$ cat src/inc/pacc_pkg.sv
// Behaviour
// - raise range flag on oversized operand
// - flags hold until same-flag op overwrites
// - encode replaces accumulator with bit index
// - several bits: lowest index, raise flag
// - encode result is five-bit index
// - decode index 0..31 to one-hot
// - index above 31 divided by 32 repeatedly
// - packed decimal to binary conversion
// - binary to packed decimal conversion
// - invert all 32 accumulator bits
// - table copy count at most 40 hex
// - copy count words source to destination
// - accumulator holds source, operand destination
// - no end marker: refuse run, report error
// - end marker is unconditional
// - stop with true condition enters program mode
// - empty location is a no-operation
// - main rail level zero; open makes level n
// - rails nest up to seven levels
// - close level is open level minus one
// - section logic needs all enclosing rails true
package pacc_pkg;
  localparam int ACC_W = 32;
  localparam int WORD_W = 16;
  localparam int ADDR_W = 16;
  localparam logic [15:0] COPY_MAX = 16'h0040;
  localparam logic [2:0] RAIL_MAX = 3'h7;
  localparam logic [31:0] ACC_RST = 32'h0000_0000;
  localparam int DIGITS = 8;
  localparam int IDX_W = 5;

  typedef enum logic [3:0] {
    PACC_EMPTY_STEP,
    PACC_BIT_POSITION_TO_INDEX,
    PACC_INDEX_TO_ONE_HOT,
    PACC_DECIMAL_TO_RADIX2,
    PACC_RADIX2_TO_DECIMAL,
    PACC_ONES_COMPLEMENT,
    PACC_TABLE_COPY,
    PACC_LABEL_AREA_COPY,
    PACC_END_MARK,
    PACC_STOP,
    PACC_RAIL_OPEN_LEVEL,
    PACC_RAIL_CLOSE_LEVEL,
    PACC_START_RUN
  } pacc_op_e;

  typedef enum logic {
    PACC_MODE_PROGRAM,
    PACC_MODE_RUN
  } pacc_mode_e;
endpackage : pacc_pkg

$ cat src/inc/pacc_mem_if.sv
`timescale 1ns/100ps
// word-copy memory port between copy engine and top
interface pacc_mem_if;
  logic rd_req;
  logic [15:0] rd_addr;
  logic rd_label;
  logic [15:0] rd_data;
  logic wr_req;
  logic [15:0] wr_addr;
  logic wr_label;
  logic [15:0] wr_data;
  logic ready;
  modport engine (
    output rd_req, rd_addr, rd_label, wr_req, wr_addr, wr_label, wr_data,
    input rd_data, ready
  );
  modport port (
    input rd_req, rd_addr, rd_label, wr_req, wr_addr, wr_label, wr_data,
    output rd_data, ready
  );
endinterface : pacc_mem_if

$ cat src/pacc_unit.sv
`timescale 1ns/100ps
// accumulator and control operation unit; one op per i_op_valid when ready
module pacc_unit (
  input wire logic i_clk,
  input wire logic i_srst,
  input wire logic i_ce,
  input wire logic i_op_valid,
  input wire pacc_pkg::pacc_op_e i_op,
  input wire logic i_cond,
  input wire logic [15:0] i_operand,
  input wire logic [31:0] i_acc_load,
  input wire logic i_acc_load_en,
  input wire logic [31:0] i_stack1,
  input wire logic [31:0] i_stack2,
  input wire logic i_prog_has_end,
  output logic o_op_ready,
  output logic [31:0] o_acc,
  output logic o_operand_range_flag,
  output logic o_run_mode,
  output logic o_no_end_error,
  output logic o_scan_done,
  output logic [2:0] o_rail_level,
  output logic o_rail_power,
  output logic o_rail_error,
  output logic o_mem_rd_req,
  output logic [15:0] o_mem_rd_addr,
  output logic o_mem_rd_label,
  input wire logic [15:0] i_mem_rd_data,
  output logic o_mem_wr_req,
  output logic [15:0] o_mem_wr_addr,
  output logic o_mem_wr_label,
  output logic [15:0] o_mem_wr_data,
  input wire logic i_mem_ready
);
  pacc_mem_if mem ();

  logic [31:0] acc_r;
  logic range_r, run_r, noend_r, scan_r, rail_err_r;
  logic [2:0] level_r;
  logic [7:0] rail_on_r;
  logic [31:0] enc, dec, decimal_to_radix2_convert, bcd;
  logic enc_multi, bcd_over, busy;

  assign o_mem_rd_req = mem.rd_req;
  assign o_mem_rd_addr = mem.rd_addr;
  assign o_mem_rd_label = mem.rd_label;
  assign o_mem_wr_req = mem.wr_req;
  assign o_mem_wr_addr = mem.wr_addr;
  assign o_mem_wr_label = mem.wr_label;
  assign o_mem_wr_data = mem.wr_data;
  assign mem.rd_data = i_mem_rd_data;
  assign mem.ready = i_mem_ready;

  pacc_convert u_conv (
    .i_acc(acc_r),
    .o_enc(enc),
    .o_enc_multi(enc_multi),
    .o_dec(dec),
    .o_bin(decimal_to_radix2_convert),
    .o_bcd(bcd),
    .o_bcd_over(bcd_over)
  );

  // copies hold the unit busy so a later op cannot disturb the captured stack
  wire take = i_op_valid && !busy;
  wire is_table = i_op == pacc_pkg::PACC_TABLE_COPY;
  wire is_label = i_op == pacc_pkg::PACC_LABEL_AREA_COPY;
  wire copy_go = take && i_cond && (is_table || is_label) && run_r;
  // table copy: count in level 1; label copy: count level 2, offset level 1
  wire [15:0] cp_count = is_label ? i_stack2[15:0] : i_stack1[15:0];
  wire [15:0] cp_offs = is_label ? i_stack1[15:0] : 16'h0000;
  wire count_bad = is_table && cp_count > pacc_pkg::COPY_MAX;
  wire [15:0] cp_src = 16'(acc_r[15:0] + cp_offs);
  wire [15:0] cp_dst = 16'(i_operand + cp_offs);
  // label source when the operand is a V address, i.e. label-to-V direction
  wire cp_from_label = is_label && acc_r[31];

  pacc_copy u_copy (
    .i_clk(i_clk),
    .i_srst(i_srst),
    .i_ce(i_ce),
    .i_start(copy_go && !count_bad),
    .i_label(cp_from_label),
    .i_dst_label(is_label && !acc_r[31]),
    .i_count(cp_count),
    .i_src(cp_src),
    .i_dst(cp_dst),
    .o_busy(busy),
    .mem(mem)
  );

  // rail power: every level up to the current one must be on
  // mask covers levels 0..current; rails above the current level do not matter
  wire [7:0] rail_mask = 8'hFF >> (3'h7 - level_r);
  wire rail_pow = &(rail_on_r | ~rail_mask);
  wire [2:0] open_n = i_operand[2:0];
  wire open_ok = i_operand[15:3] == 13'h0000 && open_n != 3'h0 &&
                 open_n <= pacc_pkg::RAIL_MAX && open_n == 3'(level_r + 3'h1);
  wire close_ok = i_operand[15:3] == 13'h0000 && level_r != 3'h0 &&
                  open_n == 3'(level_r - 3'h1);
  // ops in an unpowered section run as no-ops, except rail, scan and run-start control and the copy transfer (copy_go ignores rail power)
  wire gated = i_cond && rail_pow;

  assign o_op_ready = !busy;
  assign o_acc = acc_r;
  assign o_operand_range_flag = range_r;
  assign o_run_mode = run_r;
  assign o_no_end_error = noend_r;
  assign o_scan_done = scan_r;
  assign o_rail_level = level_r;
  assign o_rail_power = rail_pow;
  assign o_rail_error = rail_err_r;

  always_ff @(posedge i_clk) begin
    if (i_srst) begin
      acc_r <= pacc_pkg::ACC_RST;
      range_r <= 1'b0;
      run_r <= 1'b0;
      noend_r <= 1'b0;
      scan_r <= 1'b0;
      level_r <= 3'h0;
      rail_on_r <= 8'h01;
      rail_err_r <= 1'b0;
    end else if (i_ce) begin
      scan_r <= 1'b0;
      if (i_acc_load_en && !busy) begin
        acc_r <= i_acc_load;
      end
      if (take) begin
        unique case (i_op)
          pacc_pkg::PACC_EMPTY_STEP: begin
          end
          pacc_pkg::PACC_BIT_POSITION_TO_INDEX: begin
            if (gated) begin
              acc_r <= enc;
              range_r <= enc_multi;
            end
          end
          pacc_pkg::PACC_INDEX_TO_ONE_HOT: begin
            if (gated) begin
              acc_r <= dec;
            end
          end
          pacc_pkg::PACC_DECIMAL_TO_RADIX2: begin
            if (gated) begin
              acc_r <= decimal_to_radix2_convert;
            end
          end
          pacc_pkg::PACC_RADIX2_TO_DECIMAL: begin
            if (gated) begin
              acc_r <= bcd;
              range_r <= bcd_over;
            end
          end
          pacc_pkg::PACC_ONES_COMPLEMENT: begin
            if (gated) begin
              acc_r <= ~acc_r;
            end
          end
          pacc_pkg::PACC_TABLE_COPY, pacc_pkg::PACC_LABEL_AREA_COPY: begin
            if (gated) begin
              range_r <= count_bad;
            end
          end
          pacc_pkg::PACC_END_MARK: begin
            scan_r <= 1'b1;
          end
          pacc_pkg::PACC_STOP: begin
            if (gated) begin
              run_r <= 1'b0;
            end
          end
          pacc_pkg::PACC_START_RUN: begin
            run_r <= i_prog_has_end;
            noend_r <= !i_prog_has_end;
          end
          pacc_pkg::PACC_RAIL_OPEN_LEVEL: begin
            if (open_ok) begin
              level_r <= open_n;
              rail_on_r[open_n] <= i_cond;
            end
            rail_err_r <= !open_ok;
          end
          pacc_pkg::PACC_RAIL_CLOSE_LEVEL: begin
            if (close_ok) begin
              rail_on_r[level_r] <= 1'b0;
              level_r <= open_n;
            end
            rail_err_r <= !close_ok;
          end
          default: begin
          end
        endcase
      end
    end
  end
endmodule : pacc_unit

$ cat src/pacc_convert.sv
`timescale 1ns/100ps
// pure combinational accumulator transforms
module pacc_convert (
  input wire logic [31:0] i_acc,
  output logic [31:0] o_enc,
  output logic o_enc_multi,
  output logic [31:0] o_dec,
  output logic [31:0] o_bin,
  output logic [31:0] o_bcd,
  output logic o_bcd_over
);
  function automatic logic [31:0] to_bin(input logic [31:0] d);
    logic [31:0] acc;
    acc = 32'h0000_0000;
    for (int k = pacc_pkg::DIGITS - 1; k >= 0; k--) begin
      acc = 32'(acc * 32'd10 + 32'(d[k*4 +: 4]));
    end
    return acc;
  endfunction : to_bin

  // shift-add-3, 40 bits wide so an 8-digit overflow is visible
  function automatic logic [39:0] to_bcd(input logic [31:0] b);
    logic [39:0] r;
    r = 40'h00_0000_0000;
    for (int i = 31; i >= 0; i--) begin
      for (int j = 0; j < 10; j++) begin
        if (r[j*4 +: 4] > 4'h4) begin
          r[j*4 +: 4] = 4'(r[j*4 +: 4] + 4'h3);
        end
      end
      r = {r[38:0], b[i]};
    end
    return r;
  endfunction : to_bcd

  logic [4:0] low_idx;
  logic [39:0] bcd_full;

  always_comb begin
    low_idx = 5'h00;
    for (int i = 31; i >= 0; i--) begin
      if (i_acc[i]) begin
        low_idx = 5'(i);
      end
    end
  end

  assign o_enc = {27'h000_0000, low_idx};
  assign o_enc_multi = (i_acc & (i_acc - 32'h0000_0001)) != 32'h0000_0000;
  // repeated division by 32 until below 32 leaves the top nonzero 5-bit group
  wire [4:0] dec_idx = (i_acc[31:30] != 2'h0) ? {3'h0, i_acc[31:30]} :
                       (i_acc[29:25] != 5'h00) ? i_acc[29:25] :
                       (i_acc[24:20] != 5'h00) ? i_acc[24:20] :
                       (i_acc[19:15] != 5'h00) ? i_acc[19:15] :
                       (i_acc[14:10] != 5'h00) ? i_acc[14:10] :
                       (i_acc[9:5] != 5'h00) ? i_acc[9:5] : i_acc[4:0];
  assign o_dec = 32'h0000_0001 << dec_idx;
  assign o_bin = to_bin(i_acc);
  assign bcd_full = to_bcd(i_acc);
  assign o_bcd = bcd_full[31:0];
  assign o_bcd_over = bcd_full[39:32] != 8'h00;
endmodule : pacc_convert

$ cat src/pacc_copy.sv
`timescale 1ns/100ps
// word-at-a-time copy sequencer
module pacc_copy (
  input wire logic i_clk,
  input wire logic i_srst,
  input wire logic i_ce,
  input wire logic i_start,
  input wire logic i_label,
  input wire logic i_dst_label,
  input wire logic [15:0] i_count,
  input wire logic [15:0] i_src,
  input wire logic [15:0] i_dst,
  output logic o_busy,
  pacc_mem_if.engine mem
);
  typedef enum logic [1:0] {CP_IDLE, CP_READ, CP_WRITE} pacc_cp_e;
  pacc_cp_e st_r;
  logic [15:0] left_r, src_r, dst_r, data_r;
  logic lab_r;
  logic wlab_r;

  assign o_busy = st_r != CP_IDLE;
  assign mem.rd_req = st_r == CP_READ;
  assign mem.rd_addr = src_r;
  assign mem.rd_label = lab_r;
  assign mem.wr_req = st_r == CP_WRITE;
  assign mem.wr_addr = dst_r;
  // destination area is fixed at start, independent of the source area
  assign mem.wr_label = wlab_r;
  assign mem.wr_data = data_r;

  always_ff @(posedge i_clk) begin
    if (i_srst) begin
      st_r <= CP_IDLE;
      left_r <= 16'h0000;
      src_r <= 16'h0000;
      dst_r <= 16'h0000;
      data_r <= 16'h0000;
      lab_r <= 1'b0;
      wlab_r <= 1'b0;
    end else if (i_ce) begin
      unique case (st_r)
        CP_IDLE: begin
          if (i_start && i_count != 16'h0000) begin
            left_r <= i_count;
            src_r <= i_src;
            dst_r <= i_dst;
            lab_r <= i_label;
            wlab_r <= i_dst_label;
            st_r <= CP_READ;
          end
        end
        CP_READ: begin
          if (mem.ready) begin
            data_r <= mem.rd_data;
            st_r <= CP_WRITE;
          end
        end
        CP_WRITE: begin
          if (mem.ready) begin
            src_r <= 16'(src_r + 16'h0001);
            dst_r <= 16'(dst_r + 16'h0001);
            left_r <= 16'(left_r - 16'h0001);
            st_r <= (left_r == 16'h0001) ? CP_IDLE : CP_READ;
          end
        end
      endcase
    end
  end
endmodule : pacc_copy

$ cat config.mk
export PLATFORM = sky130hd
export DESIGN_NAME = pacc_unit
export DESIGN_NICKNAME = d
export VERILOG_FILES = /design/src/inc/pacc_pkg.sv /design/src/inc/pacc_mem_if.sv /design/src/pacc_unit.sv /design/src/pacc_convert.sv /design/src/pacc_copy.sv
export SDC_FILE = /design/constraint.sdc
export NUM_CORES = 2
export LEC_CHECK = 0
export BUFFER_PORTS_ARGS = -buffer_cell sky130_fd_sc_hd__buf_2
export CORE_MARGIN = 8
export CORE_UTILIZATION = 39
export DETAILED_ROUTE_END_ITERATION = 7
export SYNTH_ARGS = -nofsm -noshare
export SYNTH_HDL_FRONTEND = slang
export SYNTH_SLANG_ARGS = --single-unit
export TNS_END_PERCENT = 50
$ cat constraint.sdc
create_clock -name i_clk -period 24.5 [get_ports i_clk]
set_clock_uncertainty 0.2 [all_clocks]
set_input_delay 4.9 -clock i_clk [delete_from_list [all_inputs] [get_ports i_clk]]
set_output_delay 4.9 -clock i_clk [all_outputs]
set_load 0.05 [all_outputs]
==> results.py <==
metrics = {
    "logic_synthesis": {
        "synth_flop_cell": "dfxtp_1",
        "synthCells": 6035,
        "synth_seq_area_share_pct": 5.53,
        "avgSynthCellArea_um2": 6.96,
        "synthesis.area_mm2": 0.0420,
        "ys_types": 150,
        "ys_warn_count": 0,
        "ys_seq_elements": 116,
        "synth-async-reset-ratio_pct": 0,
        "synth_edf_count": 0,
    },
    "worst_setup_path": {
        "end_kind": "flip-flop",
        "cp_num_cells": 98,
        "critPathKind": "flip-flop to flip-flop",
        "crit_path_max_fanout": 22,
        "cp_num_buf_inv": 13,
        "reg2regPathDepth": 98,
        "r2r-end": "o_acc[29]$_SDFFE_PP0P_",
        "rrSetupSlack_ns": 1.67,
        "slowest_delay_ns": 0.68,
        "crit_end": "o_acc[29]$_SDFFE_PP0P_",
        "worstSetupStartpoint": "o_acc[29]$_SDFFE_PP0P_",
        "crit-reg2reg-launch": "o_acc[29]$_SDFFE_PP0P_",
        "arrival_ns": 22.99,
        "startpoint_type": "flip-flop",
        "cpMostUsedCell": "ha_1",
        "cpLargestDelayFamily": "compound AO/OA/AOI/OAI gates",
        "critPathSlowestCell": "or4_1",
        "required_ns": 24.65,
    },
    "final_layout": {
        "fill_cells": 11200,
        "final_common_cell": "nor2_1",
        "seqCellArea_mm2": 0.00232,
        "drive_above_1_share_pct": 11.2,
        "mostFrequentLayoutCells": "nor2_1, a21oi_1, nand2_1",
        "area_growth_pct": 7.47,
        "fin_cells": 7478,
        "fin_nets": 6653,
        "multi_input_area_mm2": 0.0374,
    },
    "floorplan": {
        "die_y_um": 344,
        "fp.coreArea_mm2": 0.107,
        "start_util_pct": 39.3,
        "io_pins": 234,
        "die_x_um": 344,
        "dieArea_mm2": 0.118,
        "row_count": 120,
    },
    "drt": {
        "via_per_inst": 6.23,
        "wl_um": 136000,
        "drtIter0Drc": 3667,
        "drt_pass1_iterations": 8,
        "vias": 46600,
        "detail-route-antenna-nets": 0,
        "avgRoutedWirePerCell_um": 18.2,
        "drc_errors": 0,
    },
    "cts": {
        "clockRootBuffer": "clkbuf_16",
        "clkLatencyLatePin_ns": 0.46,
        "postCtsHoldBufs": 0,
        "cts_buffer_depth": 2,
        "htree_levels": 4,
        "cts.sinks": 116,
        "cts_tree": "built",
        "numCtsBuffers": 17,
        "path_clk_slew_ns": 0.07,
    },
    "outcome": {
        "status": "complete, no violations",
    },
    "timing": {
        "fin_crit_ns": 22.83,
        "hold_viol_final": 0,
        "maxSlewHeadroom_pct": 21.9,
        "layout_worst_path_cycle_share_pct": 93.2,
        "tightest_slew_ns": 1.16,
        "setup_viol": 0,
        "drv_slew": 0,
        "max_freq_mhz": 43.8,
    },
    "global_route": {
        "grt_usage_pct": 21.5,
        "grt_pass1_wl_um": 219000,
        "grt_max_degree": 94,
        "grt_pass1_vias": 42500,
        "grt.overflow.total": 0,
        "antenna_found_initial": 6,
    },
    "worst_hold_path": {
        "hp-class": "flip-flop to flip-flop",
    },
    "placed_design": {
        "place_congestion": 0.962,
        "placedCellCount": 7427,
        "dp_hpwl_um": 105000,
        "port_buffers": 201,
    },
    "run": {
        "maxCapViolCount": 0,
    },
}
==> worst min-delay path by stage <==
stage / from / to / slack (ns) / depth (start not counted)
6_report: u_copy.mem.wr_data[6]$_SDFFE_PP0P_ / u_copy.mem.wr_data[6]$_SDFFE_PP0P_ / 0.25 / 2
5_1_grt: u_copy.mem.wr_data[9]$_SDFFE_PP0P_ / u_copy.mem.wr_data[9]$_SDFFE_PP0P_ / 0.27 / 2
4_1_cts: u_copy.mem.wr_data[14]$_SDFFE_PP0P_ / u_copy.mem.wr_data[14]$_SDFFE_PP0P_ / 0.25 / 2
3_5_place_dp: u_copy.mem.wr_data[14]$_SDFFE_PP0P_ / u_copy.mem.wr_data[14]$_SDFFE_PP0P_ / 0.25 / 2
3_3_place_gp: u_copy.mem.wr_data[4]$_SDFFE_PP0P_ / u_copy.mem.wr_data[4]$_SDFFE_PP0P_ / 0.24 / 2
2_1_floorplan: u_copy.left_r[10]$_SDFFE_PP0P_ / u_copy.left_r[10]$_SDFFE_PP0P_ / 0.23 / 2
==> routing by layer <==
layer  GRT usage, %  vias to the layer above  wire length (um)
li1               -                    23000                 -
met1           28.7                    21700             61300
met2           36.0                     1616             62400
met3           1.89                      293              7440
met4           7.69                        0              4810
met5              0                        -                 0
==> tightest hold or removal path, cell delays in order, from the launching register on <==
cell	delay, ns
dfxtp_1	0.31
nand2_1	0.05
a21oi_1	0.05
==> final cells by class <==
type,instances,area share (%)
Multi-Input combinational cell,5310,82.9
Tap cell,1403,3.89
Clock inverter,15,0.308
Timing Repair Buffer,334,4.45
Antenna cell,6,0.0333
Inverter,277,2.30
Sequential cell,116,5.15
Clock buffer,17,0.943
==> cell families (layout without fill, tap and decap cells) <==
| family | after synthesis | after routing | synth area share (%) |
|---|---|---|---|
| xor gates and xnor gates | 394 | 394 | 8.39 |
| buffers and inverters | 613 | 643 | 6.13 |
| muxes | 197 | 197 | 4.99 |
| DFF | 116 | 116 | 5.53 |
| AOI/OAI and AO/OA | 2085 | 2086 | 35.0 |
| and+or+nand+nor | 2165 | 2165 | 25.8 |
| other | 1 | 10 | 0.00893 |
| adders and majority gates | 464 | 464 | 14.1 |
==> cells in the mapped netlist (49+ instances only) <==
master	instances	share of area [%]
nand2_1	478	4.3
a21oi_1	500	6.0
o211ai_1	87	1.6
buf_2	82	0.98
and2_1	85	1.3
mux2_2	49	1.3
nor2_1	534	4.8
dfxtp_1	116	5.5
o21ai_1	64	0.76
o22ai_1	52	0.77
xor2_1	130	2.7
and3_1	98	1.5
a211oi_1	117	2.1
nor3_1	219	2.6
nand4_1	86	1.3
nand2b_1	58	0.86
a21o_1	82	1.5
nand3_1	236	2.8
a31oi_1	89	1.3
xnor2_1	256	5.3
o21bai_1	87	1.6
or3_1	66	0.98
mux2i_1	132	3.1
ha_1	441	13
clkbuf_1	205	1.8
inv_1	265	2.4
nor4_1	74	1.1
o21ai_0	290	3.5
==> through the flow <==
stage | worst slack (ns) | utilization (%) | setup TNS [ns] | instance area, um^2 | hold WS, ns
final | 1.67 | 42.2 | 0 | 45100 | 0.252
after floorplan | 2.19 | - | 0 | 42000 | 0.228
after global routing | -0.0228 | 42.2 | -0.0287 | 45100 | 0.274
after detailed placement | 0.834 | 41.3 | 0 | 44200 | 0.245
after CTS | 0.715 | 41.8 | 0 | 44700 | 0.254
after global placement | 1.01 | 41.3 | 0 | 44200 | 0.239
==> sequential cells by signal, indices dropped and copies added, names as in the netlist, 2 cells and up <==
register / cells
u_copy.mem.wr_addr: 16
u_copy.mem.wr_data: 16
u_copy.mem.rd_addr: 16
o_rail_level: 3
u_copy.left_r: 16
rail_on_r: 8
u_copy.st_r: 2
o_acc: 32
==> timing repair <==
item,in CTS,in global routing
setup buffers,0,12
setup endpoints to repair,0,28
gates resized for setup,0,69
hold endpoints to repair,0,0
Power is not shown: default switching activity piles up to over one toggle a cycle in this logic, so the estimate is an artifact.
